==> src/hw/pss_pkg.sv <==
package pss_pkg;

  // Widths and counts
  localparam int PSS_ADDR_W = 8;
  localparam int PSS_DATA_W = 32;
  localparam int PSS_CODE_W = 4;
  localparam int PSS_PIN_CNT = 6;
  localparam int PSS_SLOTS = 16;
  localparam int PSS_NAME_W = 32;
  localparam int PSS_FREQ_W = 24;
  localparam int PSS_MODE_W = 5;

  // Register offsets
  localparam logic [7:0] PSS_A_CMD = 8'h00;
  localparam logic [7:0] PSS_A_ARG = 8'h04;
  localparam logic [7:0] PSS_A_NAME = 8'h08;
  localparam logic [7:0] PSS_A_STATUS = 8'h0c;
  localparam logic [7:0] PSS_A_CH1 = 8'h10;
  localparam logic [7:0] PSS_A_CH2 = 8'h14;
  localparam logic [7:0] PSS_A_RPT_CFG = 8'h18;
  localparam logic [7:0] PSS_A_RPT_NAME = 8'h1c;
  localparam logic [7:0] PSS_A_PINMAP = 8'h20;

  // Command codes
  localparam logic [3:0] PSS_CMD_SAVE = 4'h1;
  localparam logic [3:0] PSS_CMD_LIST = 4'h2;
  localparam logic [3:0] PSS_CMD_PINMAP = 4'h3;
  localparam logic [3:0] PSS_CMD_CHAN = 4'h4;
  localparam logic [3:0] PSS_CMD_MODE = 4'h5;
  localparam logic [3:0] PSS_CMD_FEC = 4'h6;
  localparam logic [3:0] PSS_CMD_FREQ = 4'h7;
  localparam logic [3:0] PSS_CMD_FLAGS = 4'h8;

  // Field positions in the command word
  localparam int PSS_F_OP = 0;
  localparam int PSS_F_HASARG = 4;

  // Values with documented meaning
  localparam logic [1:0] PSS_CH_BOTH = 2'h3;
  localparam logic [4:0] PSS_MODE_SOQPSK = 5'h01;
  localparam logic [4:0] PSS_MODE_STC = 5'h0d;

  // Reset values
  localparam logic [23:0] PSS_RST_FREQ = 24'h000000;
  localparam logic [1:0] PSS_RST_CHAN = 2'h1;
  localparam logic [5:0] PSS_RST_PINMAP = 6'h0f;
  localparam logic [11:0] PSS_RST_BITSEL = 12'h688;

  // Timing counts
  localparam logic [1:0] PSS_SETTLE = 2'h2;

  typedef struct packed {
    logic [23:0] freq;
    logic [4:0] mode;
    logic fec;
    logic rand_en;
    logic inv_en;
    logic diff_en;
  } pss_chcfg_t;

  typedef struct packed {
    logic used;
    logic [31:0] name;
    pss_chcfg_t ch1;
    pss_chcfg_t ch2;
  } pss_slot_t;

  typedef struct packed {
    logic [7:0] addr;
    logic [31:0] wdata;
    logic wr;
    logic rd;
  } pss_bus_t;

  typedef enum logic [1:0] {
    PSS_ST_SAMPLE,
    PSS_ST_LOAD,
    PSS_ST_RUN
  } pss_state_t;

endpackage

==> src/hw/pss_top.sv <==
`timescale 1ns/1ns
module pss_top
  import pss_pkg::*;
#(
  parameter int PIN_CNT = pss_pkg::PSS_PIN_CNT
) (
  // Clock and reset
  input wire logic clk,
  input wire logic rst,
  // Preset pins, low when grounded
  input wire logic [PIN_CNT-1:0] preset_pin_n,
  // Register port
  input wire logic [pss_pkg::PSS_ADDR_W-1:0] addr,
  input wire logic [pss_pkg::PSS_DATA_W-1:0] wdata,
  input wire logic wr,
  input wire logic rd,
  output logic [pss_pkg::PSS_DATA_W-1:0] rdata,
  // Active configuration
  output pss_pkg::pss_chcfg_t ch1_cfg,
  output pss_pkg::pss_chcfg_t ch2_cfg,
  output logic tx_enable
);
  import pss_pkg::*;

  ////////////////////////////////////////////////////////////////////////////
  // State
  typedef struct packed {
    logic [PIN_CNT-1:0] sync1;
    logic [PIN_CNT-1:0] sync2;
    logic [3:0] code;
    logic [1:0] sampled;
    pss_state_t st;
    pss_chcfg_t ch1;
    pss_chcfg_t ch2;
    logic [1:0] chan;
    logic [31:0] name;
    logic [3:0] rpt_slot;
    logic rpt_all;
    logic [31:0] rdata;
    logic tx_en;
    logic [5:0] pin_used;
    logic [11:0] bit_sel;
  } pss_state_s_t;

  pss_state_s_t s_r;
  pss_state_s_t s_nxt;
  pss_slot_t slots_r [PSS_SLOTS];
  logic save_we;
  logic [3:0] save_idx;
  pss_slot_t save_val;

  ////////////////////////////////////////////////////////////////////////////
  // Helpers
  function automatic pss_chcfg_t apply_cmd(input pss_chcfg_t c, input logic [3:0] op,
                                           input logic [31:0] arg);
    pss_chcfg_t r;
    r = c;
    unique case (op)
      PSS_CMD_MODE: r.mode = arg[4:0];
      PSS_CMD_FEC: r.fec = arg[0];
      PSS_CMD_FREQ: r.freq = arg[23:0];
      PSS_CMD_FLAGS: begin
        r.rand_en = arg[0];
        r.inv_en = arg[1];
        r.diff_en = arg[2];
      end
      default: r = c;
    endcase
    return r;
  endfunction

  function automatic logic [31:0] cfg_word(input pss_chcfg_t c);
    return {c.diff_en, c.inv_en, c.rand_en, c.fec, 1'b0, c.mode, c.freq[21:0]};
  endfunction

  // Build code from up to four mapped pins; bit_sel holds pin index per bit
  function automatic logic [3:0] pick_code(input logic [PIN_CNT-1:0] lvl,
                                           input logic [5:0] used, input logic [11:0] sel);
    logic [3:0] c;
    logic [2:0] p;
    c = 4'h0;
    for (int b = 0; b < PSS_CODE_W; b++) begin
      p = sel[b*3 +: 3];
      if (used[b] && int'(p) < PIN_CNT) begin
        c[b] = lvl[p];
      end
    end
    return c;
  endfunction

  logic [3:0] op;
  logic has_arg;
  pss_slot_t rd_slot;
  logic [31:0] slot_word;
  assign op = wdata[PSS_F_OP +: 4];
  assign slot_word = cfg_word(rd_slot.ch1);
  assign has_arg = wdata[PSS_F_HASARG];
  assign rd_slot = slots_r[s_r.rpt_slot];

  ////////////////////////////////////////////////////////////////////////////
  // Next state
  always_comb begin
    s_nxt = s_r;
    save_we = 1'b0;
    save_idx = 4'h0;
    save_val = '0;
    s_nxt.sync1 = ~preset_pin_n;
    s_nxt.sync2 = s_r.sync1;
    s_nxt.rdata = '0;
    unique case (s_r.st)
      PSS_ST_SAMPLE: begin
        // Wait until both synchroniser stages hold the pin levels
        if (s_r.sampled != PSS_SETTLE) begin
          s_nxt.sampled = s_r.sampled + 2'h1;
        end else begin
          s_nxt.code = pick_code(s_r.sync2, s_r.pin_used, s_r.bit_sel);
          s_nxt.st = PSS_ST_LOAD;
        end
      end
      PSS_ST_LOAD: begin
        if (s_r.code != 4'h0 && slots_r[s_r.code].used) begin
          s_nxt.ch1 = slots_r[s_r.code].ch1;
          s_nxt.ch2 = slots_r[s_r.code].ch2;
        end
        s_nxt.st = PSS_ST_RUN;
      end
      PSS_ST_RUN: begin
        s_nxt.tx_en = 1'b1;
      end
      default: s_nxt.st = PSS_ST_SAMPLE;
    endcase
    if (wr) begin
      unique case (addr)
        PSS_A_NAME: s_nxt.name = wdata;
        PSS_A_PINMAP: begin
          s_nxt.pin_used = wdata[5:0];
          s_nxt.bit_sel = wdata[19:8];
        end
        PSS_A_CMD: begin
          unique case (op)
            PSS_CMD_SAVE: begin
              if (has_arg && wdata[11:8] != 4'h0) begin
                save_we = 1'b1;
                save_idx = wdata[11:8];
                save_val = '{used: 1'b1, name: s_r.name, ch1: s_r.ch1, ch2: s_r.ch2};
                s_nxt.name = '0;
              end else begin
                s_nxt.rpt_all = 1'b1;
              end
            end
            PSS_CMD_LIST: begin
              s_nxt.rpt_all = !has_arg;
              s_nxt.rpt_slot = wdata[11:8];
            end
            PSS_CMD_CHAN: s_nxt.chan = wdata[9:8];
            PSS_CMD_PINMAP: s_nxt.rpt_all = 1'b0;
            default: begin
              if (s_r.chan == PSS_CH_BOTH || s_r.chan[0]) begin
                s_nxt.ch1 = apply_cmd(s_r.ch1, op, {8'h00, wdata[31:8]});
              end
              if (s_r.chan == PSS_CH_BOTH || s_r.chan[1]) begin
                s_nxt.ch2 = apply_cmd(s_r.ch2, op, {8'h00, wdata[31:8]});
              end
            end
          endcase
        end
        default: s_nxt.name = s_r.name;
      endcase
    end
    if (rd) begin
      unique case (addr)
        PSS_A_NAME: s_nxt.rdata = s_r.name;
        PSS_A_STATUS: s_nxt.rdata = {4'h0, s_r.rpt_slot, 7'h00, s_r.rpt_all, 4'h0,
                                      s_r.chan, 3'h0, s_r.tx_en, 2'(s_r.st), s_r.code};
        PSS_A_CH1: s_nxt.rdata = cfg_word(s_r.ch1);
        PSS_A_CH2: s_nxt.rdata = cfg_word(s_r.ch2);
        PSS_A_RPT_CFG: begin
          if (s_r.rpt_all) begin
            for (int i = 1; i < PSS_SLOTS; i++) begin
              s_nxt.rdata[i] = slots_r[i].used;
            end
          end else begin
            s_nxt.rdata = {rd_slot.used, slot_word[30:0]};
          end
        end
        PSS_A_RPT_NAME: s_nxt.rdata = rd_slot.name;
        PSS_A_PINMAP: s_nxt.rdata = {12'h000, s_r.bit_sel, 2'h0, s_r.pin_used};
        default: s_nxt.rdata = '0;
      endcase
    end
  end

  ////////////////////////////////////////////////////////////////////////////
  // Registers
  always_ff @(posedge clk or posedge rst) begin
    if (rst) begin
      s_r <= '{sync1: '0, sync2: '0, code: 4'h0, sampled: 2'h0, st: PSS_ST_SAMPLE,
               ch1: '0, ch2: '0, chan: PSS_RST_CHAN, name: '0, rpt_slot: 4'h0,
               rpt_all: 1'b0, rdata: '0, tx_en: 1'b0, pin_used: PSS_RST_PINMAP,
               bit_sel: PSS_RST_BITSEL};
    end else begin
      s_r <= s_nxt;
    end
  end

  always_ff @(posedge clk) begin
    if (save_we) begin
      slots_r[save_idx] <= save_val;
    end
  end

  assign rdata = s_r.rdata;
  assign ch1_cfg = s_r.ch1;
  assign ch2_cfg = s_r.ch2;
  assign tx_enable = s_r.tx_en;

endmodule

==> config.mk <==
export PLATFORM = sky130hd
export DESIGN_NAME = pss_top
export DESIGN_NICKNAME = d
export VERILOG_FILES = /design/src/hw/pss_pkg.sv /design/src/hw/pss_top.sv
export SDC_FILE = /design/constraint.sdc
export NUM_CORES = 2
export LEC_CHECK = 0
export BUFFER_PORTS_ARGS = -buffer_cell sky130_fd_sc_hd__buf_4
export CAP_MARGIN = 20
export CORE_UTILIZATION = 40
export DETAILED_ROUTE_END_ITERATION = 16
export HOLD_SLACK_MARGIN = 0.06
export PLACE_DENSITY_LB_ADDON = 0.2
export SYNTH_ARGS = -nofsm -noshare
export SYNTH_HDL_FRONTEND = slang
export SYNTH_SLANG_ARGS = --single-unit
==> constraint.sdc <==
create_clock -name clk -period 8.6 [get_ports clk]
set_input_delay 1.72 -clock clk [delete_from_list [all_inputs] [get_ports clk]]
set_output_delay 1.72 -clock clk [all_outputs]
set_load 0.005 [all_outputs]
======== Word-level counts from Yosys, hierarchy flattened ========
Memories as Yosys holds them, arrays and structs flattened.
Index checks and enable logic that the tools add are counted.
word-level totals
  register bits ........................... 176
  latch bits .............................. 0
  RAM bits ................................ 1584
  memory bits (read-only) ................. 0
  bits of input ports ..................... 50
  output and inout port bits .............. 99
  word-level logic and storage cells ...... 145
  memories kept ........................... 1
memories
  name     depth  bits a word  rd ports  clocked after memory_dff  write ports  RTL line       text
  slots_r  16     99           17        0                         1            pss_top.sv:47  pss_slot_t slots_r [PSS_SLOTS];
operators by class
  $add $sub $neg .......................... 1
  multiply operators ...................... 0
  divide/modulo/power cells ............... 0
  order comparisons ....................... 8
  eq/ne operators ......................... 31
  shift-type cells ........................ 0
  mux-type cells .......................... 52
  bitwise operators ....................... 3
  reduce and logical (&&, ||, !) cells .... 24
operators with widths
  cell                                                        count
  2-to-1 mux 99 bit                                           4
  case mux 32 bit (7 select lines)                            1
  2-to-1 mux 66 bit                                           3
  2-to-1 mux 105 bit                                          1
  2-to-1 mux 32 bit                                           3
  2-to-1 mux 68 bit                                           1
  2-to-1 mux 33 bit                                           2
  case mux 32 bit (2 select lines)                            1
  != test 5 x 4 -> 1 bit, second input constant               8
  equality test 8 x 5 -> 1 bit, second input constant         4
  2-to-1 mux 24 bit                                           1
  2-to-1 mux 4 bit                                            5
  2-to-1 mux 1 bit                                            17
  equality test 4 x 3 -> 1 bit, second input constant         4
  equality test 8 x 4 -> 1 bit, second input constant         2
  less-than comparator 3 x 4 -> 1 bit, second input constant  4
  2-to-1 mux 16 bit                                           1
  2-to-1 mux 15 bit                                           1
  binary-select mux 1 bit (select 3 bit)                      4
  less-than comparator 3 bit, second input constant           4
  2-to-1 mux 5 bit                                            2
  equality test 4 x 2 -> 1 bit, second input constant         2
  equality test 8 x 6 -> 1 bit, second input constant         1
  logical NOT 8 bit                                           1
  other kinds (24)                                            42

======== Depth between registers and ports, before layout ========
  depth in word-level cells ............... 8
  gate-level depth with buffers ........... 10
  mapped depth without buffers ............ 6

======== Worst setup path after synthesis ========
Ideal clock, no wire load.
  path kind ............................... input -> register
  start ................................... input addr[5] (netlist bit)
  end ..................................... memory slots_r[4][0] (netlist bit) (enable)
  setup time .............................. 0.800 ns
  arrival ................................. 12.661 ns
  required time ........................... 7.800 ns
  slack ................................... -4.860 ns
  stages .................................. 5
  path buffers ............................ 1
  cell sequence ........................... or4_1 or4_1 or4_4 buf_2 nor4_1
between the ends
  word-level cells in the longest chain between the ends .. 5
ends and longest elaborated chain
  item                                    RTL line        text
  from (decl)                             pss_top.sv:13   input wire logic [pss_pkg::PSS_ADDR_W-1:0] addr,
  logical NOT 8 bit (*)                   pss_top.sv:133  unique case (addr)
  2-to-1 mux 1 bit                        pss_top.sv:133
  2-to-1 mux 1 bit                        pss_top.sv:132  if (wr) begin
  2-to-1 mux 1 bit                        pss_top.sv:207  if (save_we) begin
  2-to-1 mux 1 bit (not written as such)  pss_top.sv:208  slots_r[save_idx] <= save_val;
  to (decl)                               pss_top.sv:47
Every way passes the cells marked *; elsewhere a longest branch is shown, timed or not.

======== Worst setup path after layout ========
  start ................................... input addr[4] (netlist bit)
  end ..................................... memory slots_r[8][30] (netlist bit) (enable)
The elaborated chain is that of the path after synthesis.

==> reports/results.tsv <==
metric	value	unit
fin util	45.9	%
GRT Util Overall	24.7	%
worst path required time	9.06	ns
Max stage delay on crit path	0.99	ns
max-slew violations	0	
DRC viols	0	
Total Die Area	186000	sq um
register area	52000	sq um
max_cap viols	0	
gpl congestion	0.902	
CTS resizes	0	
Post-Synthesis Cells	3769	
Peak Freq	172	MHz
# hold bufs at CTS	0	
sequential area share after synthesis	70.4	%
RR Startpoint	s_r[161]	
Hold Crit Depth	0	
root buffer cell	clkbuf_16	
Worst-Skew Late Latency	0.82	ns
worst vdd ir	0.000201	V
CTS Buf Count	184	
final hold viol count	0	
Final ANT Viol Nets	0	
Pwr per Cell Area	210	nW/um^2
class of the worst hold path	reg -> reg	
Hold Crit Endpoint	s_r[164]	
FILL cells	15600	
grt ovf	0	
number of global-route vias before repair	40400	
final net count	4005	
Setup WS pre-CTS	1.96	ns
# setup viols final	0	
Period minus WS final	5.80	ns
PortBufs	148	
wire per inst	35.0	um
final wirelength	230000	um
drt first pass iters	6	
Rows	157	
Yosys warnings	0	
critical path endpoint category	flop	
number of flops mapped to enable cells by yosys	1584	
cell mode on critical path	buf_4	
dpl hpwl	135000	um
core box area	183000	sq um
mapped cell area	73800	sq um
CP Class	in -> reg	
ys flop type	edfxtp_1	
leakage	30.4	nW
H-tree level count	4	
Critical Path AT	6.26	ns
CP cell instances	buf_4 -> or4_1 -> or4_1 -> or4_4 -> inv_4 -> buf_4 -> and4_4 -> buf_4	
Critical-path top delay cell	and4_4	
Setup Buffers After CTS	0	
reg-to-reg endpoint	ch1_cfg[16]	
reg2reg setup slack	4.12	ns
Chip Height	432	um
unrepaired setup endpoints after global routing	no	
Post-Route Skew	0.0307	ns
status	completed	
initial core utilization	40.3	%
multi-input logic area	20400	sq um
worst slew pin tran	1.15	ns
Slew HR	23.2	%
via count	40200	
Area Growth Syn to Fin	13.8	%
Startpoint Class	input pin	
Final period util	67.5	%
post-synth cell types	74	
DRT iter0 DRCs	5191	
vias per std cell	6.11	
Min-Delay Startpoint	s_nxt[164]	
Die Span X	432	um
cells on worst reg2reg path	7	
Ports	149	
synthesized area per cell	19.6	sq um
first-pass GRT wire length	321000	um
worst-path fanout max	62	
layout cells sized above 1	29.2	%
largest net degree at the start of global routing	104	
most frequent cells in the layout	1584 x edfxtp_1, 558 x mux4_2, 238 x buf_4, 189 x clkbuf_16, 159 x dfrtp_1	
final worst slack	2.80	ns
most common cell after layout, fill and taps aside	edfxtp_1	
clk sink count	1760	
clk slew on worst S/H paths	0.06	ns
Max Root-Sink Buffers	3	
#FFs+latches synth	1760	
Post-synth ARST share	10.0	%
initial antenna violation count	15	
CTS tree	yes	
## registers in the layout, summed over array words and instances (netlist names)
signal / cells
ch2_cfg: 33
tx_enable: 1
s_r: 71
ch1_cfg: 33
rdata: 32
slots_r: 1584
s_nxt: 6
## metal layers
metal	global-route usage (%)	part of all wire, %	vias to the layer above
met5	0	0.018	-
met4	9.37	4.1	6
met3	4.61	8.5	434
met2	39.3	47	2046
met1	34.0	40	21800
li1	-	-	15900
## area by class of cell
cell class                 count  share of cell area [%]
clock inverter               102                    1.30
sequential                  1760                    61.9
tap                         2464                    3.67
multi-input combinational   1680                    24.3
inverter                      76                   0.352
antenna                        7                  0.0209
clock buffer                 239                    6.00
timing repair buffer         252                    2.46
## critical path: cells and delay by family
family / cells / cell delay (ns)
and+or+nand+nor: 4 / 2.95
buffers and inverters: 4 / 1.51
## power by group
group          leakage (nW)  switching [W]  internal [W]
sequential             20.2      0.0000485       0.00923
combinational          7.21       0.000149     0.0000744
clock                  2.98        0.00335       0.00475
total                  30.4        0.00355        0.0141
## Yosys cell counts (46+ instances only)
cell      count  area share [%]
nor2_1       63            0.32
mux2i_1     114             1.5
buf_1        51            0.26
a221o_1      50            0.68
a211oi_1     72            0.73
a21oi_1      46            0.31
clkbuf_1    124            0.63
o21ai_0      54            0.37
mux4_2      558              17
buf_2        67            0.45
and2_1      102            0.86
buf_4       101             1.0
edfxtp_1   1584              64
mux2_2       48            0.73
a22oi_1      79            0.80
inv_1        74            0.38
nand2_1     121            0.62
dfrtp_1     167             5.7
## through the flow
step | total power, W | TNS, ns | area [sq um] | hold slack (ns) | cells
after floorplan | 0.00954 | -417.00 | 74200 | 0.331 | 3867
after global placement | 0.00968 | 0 | 77800 | 0.338 | 6232
after detailed placement | 0.00968 | 0 | 77800 | 0.335 | 6232
after CTS | 0.0177 | 0 | 84000 | 0.347 | 6573
after global routing | 0.0180 | 0 | 84000 | 0.369 | 6574
final | 0.0176 | 0 | 84000 | 0.341 | 6580
## how the worst max path moves through the flow
| stage | cells past startpoint | end | slack [ns] | from |
|---|---|---|---|---|
| 2_1_floorplan | 5 | slots_r[6][0] | -0.77 | addr[5] |
| 3_3_place_gp | 8 | slots_r[8][64] | 1.90 | addr[4] |
| 3_5_place_dp | 8 | slots_r[8][30] | 1.96 | addr[4] |
| 4_1_cts | 8 | slots_r[8][1] | 2.83 | addr[4] |
| 5_1_grt | 9 | slots_r[13][46] | 2.78 | addr[4] |
| 6_report | 8 | slots_r[8][30] | 2.80 | addr[4] |
## cell families after synthesis
logic type               synth area share [%]
AND/OR/NAND/NOR                          2.98
buffers and inverters                    2.85
adder cells (fa/ha/maj)                0.0170
multiplexers                             19.3
flip-flops                               70.4
other                                 0.00508
AO/OA/AOI/OAI                            4.37
XOR/XNOR                               0.0356
Note: power is estimated with default switching activity, not from simulation.
